$ cat config.mk
export PLATFORM = sky130hd
export DESIGN_NAME = pfi_flow_ctrl
export DESIGN_NICKNAME = d
export VERILOG_FILES = /design/src/pfi_pkg.sv /design/src/pfi_flow_ctrl.sv
export SDC_FILE = /design/constraint.sdc
export NUM_CORES = 1
export LEC_CHECK = 0
export ABC_AREA = 1
export ABC_CLOCK_PERIOD_IN_PS = 16000
export BUFFER_PORTS_ARGS = -buffer_cell sky130_fd_sc_hd__buf_4
export CORE_UTILIZATION = 45
export CTS_CLUSTER_SIZE = 12
export DETAILED_ROUTE_END_ITERATION = 8
export PLACE_DENSITY = 0.67
export SLEW_MARGIN = 40
export SYNTH_ARGS = -nofsm -noshare
export SYNTH_HDL_FRONTEND = slang
export SYNTH_SLANG_ARGS = --single-unit
$ cat constraint.sdc
create_clock -name clk -period 16 [get_ports clk]
set_clock_uncertainty 0.15 [all_clocks]
set_input_delay 2.4 -clock clk [delete_from_list [all_inputs] [get_ports clk]]
set_output_delay 2.4 -clock clk [all_outputs]
set_load 0.02 [all_outputs]
$ cat src/pfi_pkg.sv
package pfi_pkg;
    localparam int PC_W = 14;
    localparam int OFS_W = 7;
    localparam int PAGE_W = 7;
    localparam int STACK_DEPTH = 8;
    localparam int SP_W = 3;
    localparam int ROM_W = 10;
    localparam int RAM_W = 4;
    localparam int DP_W = 10;
    localparam int PORTD_W = 8;
    localparam int NUM_FLAGS = 4;
    localparam int REG_AW = 4;
    localparam int REG_DW = 16;

    // Field positions inside the data pointer and the first enable register.
    localparam int DP_Y_LSB = 0;
    localparam int DP_X_LSB = 4;
    localparam int DP_Z_LSB = 8;
    localparam int EN_EXT_BIT = 0;
    localparam int EN_T1_BIT = 2;
    localparam int EN_T2_BIT = 3;

    // Request flag indices; also the source operand of the flag test.
    localparam int SRC_EXT = 0;
    localparam int SRC_T1 = 1;
    localparam int SRC_T2 = 2;
    localparam int SRC_VDROP = 3;

    localparam logic [PAGE_W-1:0] IRQ_PAGE = 7'h01;
    localparam logic [PAGE_W-1:0] PAGE2 = 7'h02;
    localparam logic [PAGE_W-1:0] UPPER_BANK_BASE = 7'h40;
    localparam logic [OFS_W-1:0] VEC_EXT = 7'h00;
    localparam logic [OFS_W-1:0] VEC_T1 = 7'h04;
    localparam logic [OFS_W-1:0] VEC_T2 = 7'h06;

    localparam logic [PC_W-1:0] PC_RST = 14'h0000;
    localparam logic [SP_W-1:0] SP_RST = 3'h0;
    localparam logic [DP_W-1:0] DP_RST = 10'h000;
    localparam logic [3:0] EN_RST = 4'h0;
    localparam logic [PORTD_W-1:0] PORTD_RST = 8'h00;

    localparam logic [REG_AW-1:0] REG_PC = 4'h0;
    localparam logic [REG_AW-1:0] REG_STATUS = 4'h1;
    localparam logic [REG_AW-1:0] REG_EN_ONE = 4'h2;
    localparam logic [REG_AW-1:0] REG_EN_TWO = 4'h3;
    localparam logic [REG_AW-1:0] REG_FLAGS = 4'h4;
    localparam logic [REG_AW-1:0] REG_TABLE = 4'h5;
    localparam logic [REG_AW-1:0] REG_DPTR = 4'h6;

    typedef enum logic [4:0] {
        OP_NEXT, OP_BRANCH, OP_CALL, OP_PAGE2_CALL, OP_RETURN, OP_RETURN_IRQ,
        OP_TABLE_READ, OP_READ_DEPTH, OP_BANK_UPPER, OP_BANK_LOWER,
        OP_GATE_SET, OP_GATE_CLEAR, OP_LOAD_DP, OP_RAM_SET, OP_RAM_CLEAR,
        OP_RAM_TEST, OP_PORTD_SET, OP_PORTD_CLEAR, OP_PORTD_TEST, OP_FLAG_TEST
    } pfi_op_t;

    typedef enum logic {ST_RUN, ST_TABLE} pfi_state_t;
endpackage
$ cat src/pfi_flow_ctrl.sv
// Operation
// - Eight return stack entries; pushing past eight overwrites saved contents.
// - Interrupt entry, calls and table reads push the return address.
// - Three-bit depth pointer follows nesting; an operation copies it out.
// - Interrupt entry saves data pointer, carry, skip, A and B once.
// - Skip flag is saved on interrupt so a pending skip survives.
// - Counter advances by instruction length; flow operations load targets.
// - Counter is page field above bit 6 and in-page offset below.
// - Passing offset 127 wraps to 0 and moves to the next page.
// - Data pointer holds group, file and digit; digit picks port bit.
// - Group field undefined after reset; software reloads the data pointer.
// - Program words are 10 bits in pages of 128 words.
// - Interrupts vector into the lower half of page 1.
// - Page 2 call reaches page 2 from anywhere with one word.
// - Table read returns all 10 bits of any program word in pages 0-95.
// - Table reads use pages 0-63, or 64-95 after upper bank select.
// - RAM words are 4 bits; bit set, clear and test work everywhere.
// - Interrupt needs request flag, its enable bit and global gate.
// - Gate set and clear operations; taking an interrupt clears it.
// - Enable bit chooses interrupt service or skip testing of the flag.
// - Flags set even when disabled and hold until serviced or tested.
// - Voltage drop flag cannot clear while its condition persists.
// - Priority external, timer 1, timer 2 at page 1 vectors 0, 4, 6.
// - Enable one allows interrupt and voids skip; zero does the opposite.
// - Interrupt entry clears only the serviced source's request flag.
// - Each stack entry is 14 bits wide, a full counter value.
module pfi_flow_ctrl
    import pfi_pkg::*;
(
    input wire logic clk,
    input wire logic arst_n,
    input wire logic opValid,
    input pfi_op_t opCode,
    input wire logic [1:0] opLen,
    input wire logic [PC_W-1:0] opTarget,
    input wire logic [1:0] opBit,
    input wire logic [DP_W-1:0] opDp,
    output logic opReady,
    input wire logic [3:0] accIn,
    input wire logic [3:0] bIn,
    input wire logic carryIn,
    output logic [PC_W-1:0] programCounter,
    output logic [PC_W-1:0] romAddr,
    output logic romRd,
    input wire logic [ROM_W-1:0] romData,
    output logic [ROM_W-1:0] tableData,
    output logic tableValid,
    output logic [3:0] accOut,
    output logic accValid,
    output logic restoreValid,
    output logic [3:0] restoreAcc,
    output logic [3:0] restoreB,
    output logic restoreCarry,
    output logic [DP_W-1:0] dataPointer,
    input wire logic [RAM_W-1:0] ramRdata,
    output logic ramWe,
    output logic [RAM_W-1:0] ramWdata,
    input wire logic [PORTD_W-1:0] portdPin,
    output logic [PORTD_W-1:0] portdOut,
    input wire logic evExt,
    input wire logic evTimer1,
    input wire logic evTimer2,
    input wire logic voltageDropCond,
    output logic irqTaken,
    output logic skipFlag,
    input wire logic [REG_AW-1:0] regAddr,
    input wire logic [REG_DW-1:0] regWdata,
    input wire logic regWr,
    input wire logic regRd,
    output logic [REG_DW-1:0] regRdata
);
    logic rstMeta, rstN;
    logic [PORTD_W-1:0] portdMeta, portdSync;
    pfi_state_t state;
    logic [PC_W-1:0] stack [STACK_DEPTH];
    logic [SP_W-1:0] sp, spInc, spDec;
    logic gate, gateArm, bankUpper;
    logic [3:0] enOne, enTwo;
    logic [NUM_FLAGS-1:0] reqFlag, srcEn, irqHit, irqClr, setVec, clrVec;
    logic [OFS_W-1:0] irqVec;
    logic irqTake, stepOk, exec, push, pop, flagSkip, testSkip;
    logic [PC_W-1:0] pcSeq, pushVal;
    logic [PAGE_W-1:0] tablePage;
    logic [DP_W-1:0] saveDp;
    logic [3:0] saveAcc, saveB;
    logic saveCarry, saveSkip;

    always_ff @(posedge clk or negedge arst_n) begin
        if (!arst_n) begin
            rstMeta <= 1'b0;
            rstN <= 1'b0;
        end else begin
            rstMeta <= 1'b1;
            rstN <= rstMeta;
        end
    end

    always_ff @(posedge clk or negedge rstN) begin
        if (!rstN) begin
            portdMeta <= PORTD_RST;
            portdSync <= PORTD_RST;
        end else begin
            portdMeta <= portdPin;
            portdSync <= portdMeta;
        end
    end

    // Source enables: the voltage drop flag is only ever tested, never serviced.
    assign srcEn = {1'b0, enOne[EN_T2_BIT], enOne[EN_T1_BIT], enOne[EN_EXT_BIT]};
    assign irqHit = reqFlag & srcEn;
    assign irqTake = (state == ST_RUN) && gate && (|irqHit);
    assign opReady = (state == ST_RUN) && !irqTake;
    assign stepOk = opValid && opReady;
    // A pending skip swallows the accepted operation and only advances the counter.
    assign exec = stepOk && !skipFlag;
    assign pcSeq = programCounter + {12'h000, opLen};
    assign spInc = sp + 3'h1;
    assign spDec = sp - 3'h1;

    always_comb begin
        irqClr = '0;
        irqVec = VEC_EXT;
        if (irqHit[SRC_EXT]) begin
            irqClr[SRC_EXT] = irqTake;
            irqVec = VEC_EXT;
        end else if (irqHit[SRC_T1]) begin
            irqClr[SRC_T1] = irqTake;
            irqVec = VEC_T1;
        end else if (irqHit[SRC_T2]) begin
            irqClr[SRC_T2] = irqTake;
            irqVec = VEC_T2;
        end
    end

    assign push = irqTake || (exec && (opCode == OP_CALL || opCode == OP_PAGE2_CALL
        || opCode == OP_TABLE_READ));
    assign pushVal = irqTake ? programCounter : pcSeq;
    assign pop = (exec && (opCode == OP_RETURN || opCode == OP_RETURN_IRQ))
        || (state == ST_TABLE);

    // Table reads map the page operand onto the selected bank.
    assign tablePage = bankUpper ? UPPER_BANK_BASE + {2'h0, opTarget[OFS_W+4:OFS_W]}
        : {1'b0, opTarget[OFS_W+5:OFS_W]};

    assign flagSkip = exec && (opCode == OP_FLAG_TEST) && !srcEn[opBit]
        && reqFlag[opBit];
    assign testSkip = flagSkip
        || (exec && opCode == OP_RAM_TEST && !ramRdata[opBit])
        || (exec && opCode == OP_PORTD_TEST && !portdSync[dataPointer[2:0]]);

    always_ff @(posedge clk or negedge rstN) begin
        if (!rstN) begin
            programCounter <= PC_RST;
        end else if (irqTake) begin
            programCounter <= {IRQ_PAGE, irqVec};
        end else if (pop) begin
            programCounter <= stack[spDec];
        end else if (exec) begin
            case (opCode)
                OP_BRANCH, OP_CALL: programCounter <= opTarget;
                OP_PAGE2_CALL: programCounter <= {PAGE2, opTarget[OFS_W-1:0]};
                OP_TABLE_READ: programCounter <= programCounter;
                default: programCounter <= pcSeq;
            endcase
        end else if (stepOk) begin
            programCounter <= pcSeq;
        end
    end

    // Writing past the eighth entry wraps the pointer onto the oldest entry.
    generate
        for (genvar i = 0; i < STACK_DEPTH; i++) begin : g_stack
            always_ff @(posedge clk or negedge rstN) begin
                if (!rstN) begin
                    stack[i] <= PC_RST;
                end else if (push && sp == 3'(i)) begin
                    stack[i] <= pushVal;
                end
            end
        end
    endgenerate

    always_ff @(posedge clk or negedge rstN) begin
        if (!rstN) begin
            sp <= SP_RST;
        end else if (push) begin
            sp <= spInc;
        end else if (pop) begin
            sp <= spDec;
        end
    end

    always_ff @(posedge clk or negedge rstN) begin
        if (!rstN) begin
            state <= ST_RUN;
            romAddr <= PC_RST;
            romRd <= 1'b0;
            tableData <= '0;
            tableValid <= 1'b0;
        end else begin
            tableValid <= 1'b0;
            romRd <= 1'b0;
            unique case (state)
                ST_RUN: begin
                    if (exec && opCode == OP_TABLE_READ) begin
                        romAddr <= {tablePage, opTarget[OFS_W-1:0]};
                        romRd <= 1'b1;
                        state <= ST_TABLE;
                    end
                end
                ST_TABLE: begin
                    tableData <= romData;
                    tableValid <= 1'b1;
                    state <= ST_RUN;
                end
            endcase
        end
    end

    always_ff @(posedge clk or negedge rstN) begin
        if (!rstN) begin
            bankUpper <= 1'b0;
        end else if (exec && opCode == OP_BANK_UPPER) begin
            bankUpper <= 1'b1;
        end else if (exec && opCode == OP_BANK_LOWER) begin
            bankUpper <= 1'b0;
        end
    end

    // A gate set takes effect only after the following instruction completes.
    always_ff @(posedge clk or negedge rstN) begin
        if (!rstN) begin
            gate <= 1'b0;
            gateArm <= 1'b0;
        end else if (irqTake) begin
            gate <= 1'b0;
            gateArm <= 1'b0;
        end else if (exec && opCode == OP_GATE_CLEAR) begin
            gate <= 1'b0;
            gateArm <= 1'b0;
        end else if (stepOk && gateArm) begin
            gate <= 1'b1;
            gateArm <= 1'b0;
        end else if (exec && opCode == OP_GATE_SET) begin
            gateArm <= 1'b1;
        end
    end

    assign setVec = {voltageDropCond, evTimer2, evTimer1, evExt};

    generate
        for (genvar i = 0; i < NUM_FLAGS; i++) begin : g_flag
            if (i == SRC_VDROP) begin : g_vd
                assign clrVec[i] = flagSkip && opBit == 2'(i) && !voltageDropCond;
            end else begin : g_irq
                assign clrVec[i] = irqClr[i] || (flagSkip && opBit == 2'(i));
            end
            always_ff @(posedge clk or negedge rstN) begin
                if (!rstN) begin
                    reqFlag[i] <= 1'b0;
                end else begin
                    reqFlag[i] <= setVec[i] || (reqFlag[i] && !clrVec[i]);
                end
            end
        end
    endgenerate

    always_ff @(posedge clk or negedge rstN) begin
        if (!rstN) begin
            skipFlag <= 1'b0;
        end else if (irqTake) begin
            skipFlag <= 1'b0;
        end else if (exec && opCode == OP_RETURN_IRQ) begin
            skipFlag <= saveSkip;
        end else if (testSkip) begin
            skipFlag <= 1'b1;
        end else if (stepOk) begin
            skipFlag <= 1'b0;
        end
    end

    always_ff @(posedge clk or negedge rstN) begin
        if (!rstN) begin
            saveDp <= DP_RST;
            saveAcc <= 4'h0;
            saveB <= 4'h0;
            saveCarry <= 1'b0;
            saveSkip <= 1'b0;
        end else if (irqTake) begin
            saveDp <= dataPointer;
            saveAcc <= accIn;
            saveB <= bIn;
            saveCarry <= carryIn;
            saveSkip <= skipFlag;
        end
    end

    always_ff @(posedge clk or negedge rstN) begin
        if (!rstN) begin
            restoreValid <= 1'b0;
            restoreAcc <= 4'h0;
            restoreB <= 4'h0;
            restoreCarry <= 1'b0;
        end else begin
            restoreValid <= exec && opCode == OP_RETURN_IRQ;
            if (exec && opCode == OP_RETURN_IRQ) begin
                restoreAcc <= saveAcc;
                restoreB <= saveB;
                restoreCarry <= saveCarry;
            end
        end
    end

    // The group field is cleared here but software must not rely on it.
    always_ff @(posedge clk or negedge rstN) begin
        if (!rstN) begin
            dataPointer <= DP_RST;
        end else if (exec && opCode == OP_RETURN_IRQ) begin
            dataPointer <= saveDp;
        end else if (exec && opCode == OP_LOAD_DP) begin
            dataPointer <= opDp;
        end
    end

    always_ff @(posedge clk or negedge rstN) begin
        if (!rstN) begin
            ramWe <= 1'b0;
            ramWdata <= 4'h0;
            portdOut <= PORTD_RST;
        end else begin
            ramWe <= exec && (opCode == OP_RAM_SET || opCode == OP_RAM_CLEAR);
            if (exec && opCode == OP_RAM_SET) begin
                ramWdata <= ramRdata | (4'h1 << opBit);
            end else if (exec && opCode == OP_RAM_CLEAR) begin
                ramWdata <= ramRdata & ~(4'h1 << opBit);
            end
            if (exec && opCode == OP_PORTD_SET) begin
                portdOut[dataPointer[DP_Y_LSB+2:DP_Y_LSB]] <= 1'b1;
            end else if (exec && opCode == OP_PORTD_CLEAR) begin
                portdOut[dataPointer[DP_Y_LSB+2:DP_Y_LSB]] <= 1'b0;
            end
        end
    end

    always_ff @(posedge clk or negedge rstN) begin
        if (!rstN) begin
            accOut <= 4'h0;
            accValid <= 1'b0;
            irqTaken <= 1'b0;
        end else begin
            accValid <= exec && opCode == OP_READ_DEPTH;
            irqTaken <= irqTake;
            if (exec && opCode == OP_READ_DEPTH) begin
                accOut <= {1'b0, sp};
            end
        end
    end

    always_ff @(posedge clk or negedge rstN) begin
        if (!rstN) begin
            enOne <= EN_RST;
            enTwo <= EN_RST;
        end else if (regWr && regAddr == REG_EN_ONE) begin
            enOne <= regWdata[3:0];
        end else if (regWr && regAddr == REG_EN_TWO) begin
            enTwo <= regWdata[3:0];
        end
    end

    always_ff @(posedge clk or negedge rstN) begin
        if (!rstN) begin
            regRdata <= '0;
        end else if (regRd) begin
            case (regAddr)
                REG_PC: regRdata <= {2'h0, programCounter};
                REG_STATUS: regRdata <= {9'h000, skipFlag, bankUpper, gateArm, gate, sp};
                REG_EN_ONE: regRdata <= {12'h000, enOne};
                REG_EN_TWO: regRdata <= {12'h000, enTwo};
                REG_FLAGS: regRdata <= {12'h000, reqFlag};
                REG_TABLE: regRdata <= {6'h00, tableData};
                REG_DPTR: regRdata <= {6'h00, dataPointer};
                default: regRdata <= '0;
            endcase
        end else begin
            regRdata <= '0;
        end
    end
endmodule

[Word-level counts from Yosys, hierarchy flattened]
Index checks and enable logic that the tools add are counted.
Operators by class
  equality and inequality tests: 36
  order comparisons: 4
  bitwise logic cells: 10
  $add $sub $neg: 4
  shift operators: 1
  reduce and logical (&&, ||, !) cells: 90
  mux-type cells: 55
Operator list (number)
  2-to-1 mux 14 bit: 7
  case mux 14 bit (7 select lines): 1
  logical AND 1 bit: 48
  binary-select mux 14 bit (select 3 bit): 1
  case mux 14 bit (3 select lines): 1
  equality test 5 x 4 -> 1 bit, second input constant: 8
  2-to-1 mux 1 bit: 25
  2-to-1 mux 7 bit: 3
  equality test 5 x 3 -> 1 bit, second input constant: 4
  equality test 5 bit, second input constant: 4
  2-to-1 mux 10 bit: 2
  2-to-1 mux 16 bit: 1
  2-to-1 mux 8 bit: 2
  logical OR 1 bit: 15
  adder 14 x 2 -> 14 bit: 1
  equality test 3 bit, second input constant: 4
  equality test 4 x 3 -> 1 bit, second input constant: 3
  nonzero test 4 bit: 3
  equality test 5 x 2 -> 1 bit, second input constant: 2
  logical NOT 1 bit: 10
  nonzero test 2 bit: 5
  2-to-1 mux 3 bit: 3
  bitwise AND 8 bit: 1
  equality test 4 x 2 -> 1 bit, second input constant: 2
  36 further kinds: 44
Word-level totals
  output and inout port bits: 97
  bits in registers: 264
  logic and storage cells: 246
  input bits: 93

[Longest topological paths before layout]
  depth in word-level cells: 15
  depth in mapped cells: 14
  depth with buffers taken out: 13

[Worst setup path before layout]
Ideal clock, no wire load.
  kind: input port to flip-flop
  start: in opLen[0]
  end: reg stack[92] in the netlist's numbering
  stages: 10
  path buffers: 0
  arrival time: 3.912 ns
  slack: 11.855 ns
  library setup time: 0.083 ns
  cell sequence: ha_1 > fa_1 > nand2_1 > nor2_1 > nand3b_1 > o21ai_0 > o21ai_0 > o21ai_0 > inv_1 > o21ai_0
Between the ends
  longest elaborated chain between the ends: 2
RTL lines
  start, declared: line pfi_flow_ctrl.sv:34  | input wire logic [1:0] opLen,
  adder 14 x 2 -> 14 bit: line pfi_flow_ctrl.sv:116  | assign pcSeq = programCounter + {12'h000, opLen};
  2-to-1 mux 14 bit: line pfi_flow_ctrl.sv:137  | assign pushVal = irqTake ? programCounter : pcSeq;
  end signal, assigned by index: line pfi_flow_ctrl.sv:177  | stack[i] <= pushVal;
  end, declared: line pfi_flow_ctrl.sv:75  | logic [PC_W-1:0] stack [STACK_DEPTH];
Every way passes these cells.
A chain may end at the register's enable or synchronous reset.

==> key figures <==
Run status
  – Status: completed

Yosys
  – Mapped cell area: 12220 um2
  – Largest cells by area after synthesis: dfrtp_1 53%, nand2_1 13%, o21ai_0 9.1%
  – Top cells by count, synth: 426 x nand2_1, 261 x dfrtp_1, 223 x o21ai_0
  – Synth area leader: dfrtp_1
  – Flops & latches, synth: 261
  – Synth Instances: 1516
  – Syn. warnings: 0
  – Post-synth ARST share: 1.000
  – Area fraction of the dominant cell type after synthesis: 0.5345
  – Syn Area/Cell: 8.061 um2
  – Register area share after synthesis: 0.5345
  – Synth unique cells: 40
  – Ys flop type: dfrtp_1
  – Most common cell in the netlist: nand2_1
  – Post-synth EDFFs: 0

Drt
  – Drt pass-1 iters: 6
  – Wirelength per Cell: 17.02 um
  – Vias: 10746
  – DRC violations left: 0
  – Initial DRC Count: 1144
  – Final Routed Wirelength: 34.54 mm
  – Antenna viol nets, final: 0
  – Vias per std cell: 5.296

Clocking
  – TritonCTS clock tree: done
  – Post-CTS Hold Fix Bufs: 0
  – H-tree level count: 1
  – Clk Latency, worst-skew pair: 0.54 ns
  – Worst-case clock buffer depth: 3
  – CTS Buf Count: 29
  – CTS sink cnt: 261
  – Post-CTS Setup Bufs: 0
  – Clock slew at reported path FFs: 0.06 ns
  – Cts repair resizes: 0
  – CTS Root Cell: clkbuf_16

Placement
  – Port bufs: 174
  – Dpl ws: 11.15 ns
  – Dpl cells: 1976
  – DP HPWL: 24.07 mm
  – GP Congestion: 0.9446

Critical path
  – Worst-path fanout max: 23
  – WS Path Type: flop to primary output
  – Crit path largest cell delay: 0.57 ns
  – Crit. End Element: primary output
  – Data arrival, critical path: 1.99 ns
  – Crit-path slowest cell: dfrtp_2
  – CP required: 13.45 ns
  – Critical path, cell by cell: nor2_1, nand2_1, nand3_1, inv_1, buf_4
  – CP startpoint kind: flop

STA
  – Max Fclk: 220.4 MHz
  – Fin Setup TNS: 0 ns
  – Relative slew slack: 0.4577
  – RSZ-0062 raised after global routing: false
  – Worst slew pin tran: 0.8105 ns
  – Fin crit period: 4.538 ns
  – Final Hold Vio Count: 0
  – Setup ws final: 11.46 ns
  – Max-slew violation count: 0
  – Final critical-path share of the clock period: 0.2836
  – Final setup fails: 0

Finish
  – Final cell count without fillers: 2029
  – Fill cells: 2446
  – Area delta synth->final: 20.84%
  – Antenna diodes: 0
  – Ratio of cells with drive above 1 in the final layout: 0.1541
  – Nets: 1775

Global route
  – Antenna violations before repair: 0
  – GRT Util Overall: 0.2515
  – Pin count of the biggest net entering global routing: 86
  – Grt ovf: 0
  – Vias in the first global route: 10021
  – First-pass GRT wire length: 55.28 mm

Power and ir drop
  – Power Total: 2.770 mW
  – Worst IR Drop VDD: 0.09263 mV
  – P_leak: 7.362 nW
  – Pwr/cell area: 187.6 nW/um2

Die
  – Die H: 166.8 um
  – DIE WIDTH: 166.8 um
  – Rows: 59
  – Core ar.: 26350 um2
  – Initial Util: 0.4637
  – IO Pins: 190
  – Die ar.: 27820 um2

Hold path
  – Worst hold-check path type: flop to async pin

Run
  – Max Cap Viol: 0
-- state kept, by name (all words and copies together), names as in the netlist, 3 cells and up, named ones only --
| signal | count |
|---|---|
| ramWdata | 4 |
| restoreAcc | 4 |
| romAddr | 14 |
| portdSync | 8 |
| enOne | 4 |
| stack | 112 |
| saveB | 4 |
| accOut | 3 |
| regRdata | 14 |
| sp | 3 |
| programCounter | 14 |
| saveAcc | 4 |
| dataPointer | 10 |
| saveDp | 10 |
| tableData | 10 |
| reqFlag | 4 |
| restoreB | 4 |
| portdMeta | 8 |
| enTwo | 4 |
-- report_power, final --
group	internal, mW	total [mW]	leakage (nW)	switching (mW)
logic	0.374	1.10	3.66	0.727
clock network	0.373	0.636	0.458	0.263
registers	0.891	1.03	3.25	0.143
-- path summary, 6_finish.rpt --
path / startpoint / end / slack (ns) / depth (start not counted)
setup / recovery: romRd / opReady / 11.46 / 5
hold / removal: rstN / irqTaken / 0.14 / 0
setup reg to reg: sp[0] / programCounter[10] / 12.31 / 10
hold reg to reg: rstN / irqTaken / 0.14 / 0
max in group asynchronous: arst_n / rstN / 14.11 / 1
min in group clk: portdMeta[3] / portdSync[3] / 0.19 / 0
-- routing by layer --
metal	track usage	part of all wire	vias up
li1	-	-	5223
met1	0.3632	0.46	5094
met2	0.3844	0.44	372
met3	0.05276	0.078	57
met4	0.06723	0.025	0
met5	0	0	-
-- critical path: cells and delay by family, from the launching register on --
family,cells,cell delay [ns]
flip-flops,1,0.57
AND/OR/NAND/NOR,3,0.61
buffers and inverters,2,0.24
-- area by class of cell --
type                    instances  area (um2)  area share
clock buffers                  45       875.8     0.05931
clock inverters                 8       42.54    0.002881
inverters                     162       608.1     0.04118
multi-input cells            1031        4815      0.3260
flip-flops and latches        261        6538      0.4427
well taps                     335       419.2     0.02838
repair buffers                187        1469     0.09947
-- cells in the final DEF (no fill, tap or decap), drive strengths merged, types with 17 or more instances in the layout --
| cell type | netlist | final |
|---|---|---|
| dfrtp | 261 | 261 |
| nand2 | 428 | 428 |
| inv | 160 | 160 |
| nor2 | 119 | 119 |
| buf | 25 | 187 |
| nand3 | 66 | 66 |
| a21oi | 89 | 89 |
| clkbuf | 39 | 45 |
| o22ai | 17 | 17 |
| o21ai | 236 | 236 |
-- cell families after synthesis --
family | count (synthesis) | share of synthesized area
AOI/OAI and AO/OA | 365 | 0.1581
xor gates and xnor gates | 8 | 0.005734
DFF | 261 | 0.5345
and+or+nand+nor | 636 | 0.2099
buffers and inverters | 226 | 0.07300
other | 2 | 0.0006145
adders and majority gates | 10 | 0.01085
muxes | 8 | 0.007372
-- through the flow --
step / instance area, um2 / hold WS, ns / utilization
after global placement: 13760 / 0.1812 / 0.5222
after CTS: 14760 / 0.1552 / 0.5601
after detailed placement: 13840 / 0.1512 / 0.5252
after floorplan: 12230 / 0.1812 / -
final: 14770 / 0.1400 / 0.5603
after global routing: 14770 / 0.1803 / 0.5603
Note: power is estimated with default switching activity, not from simulation.
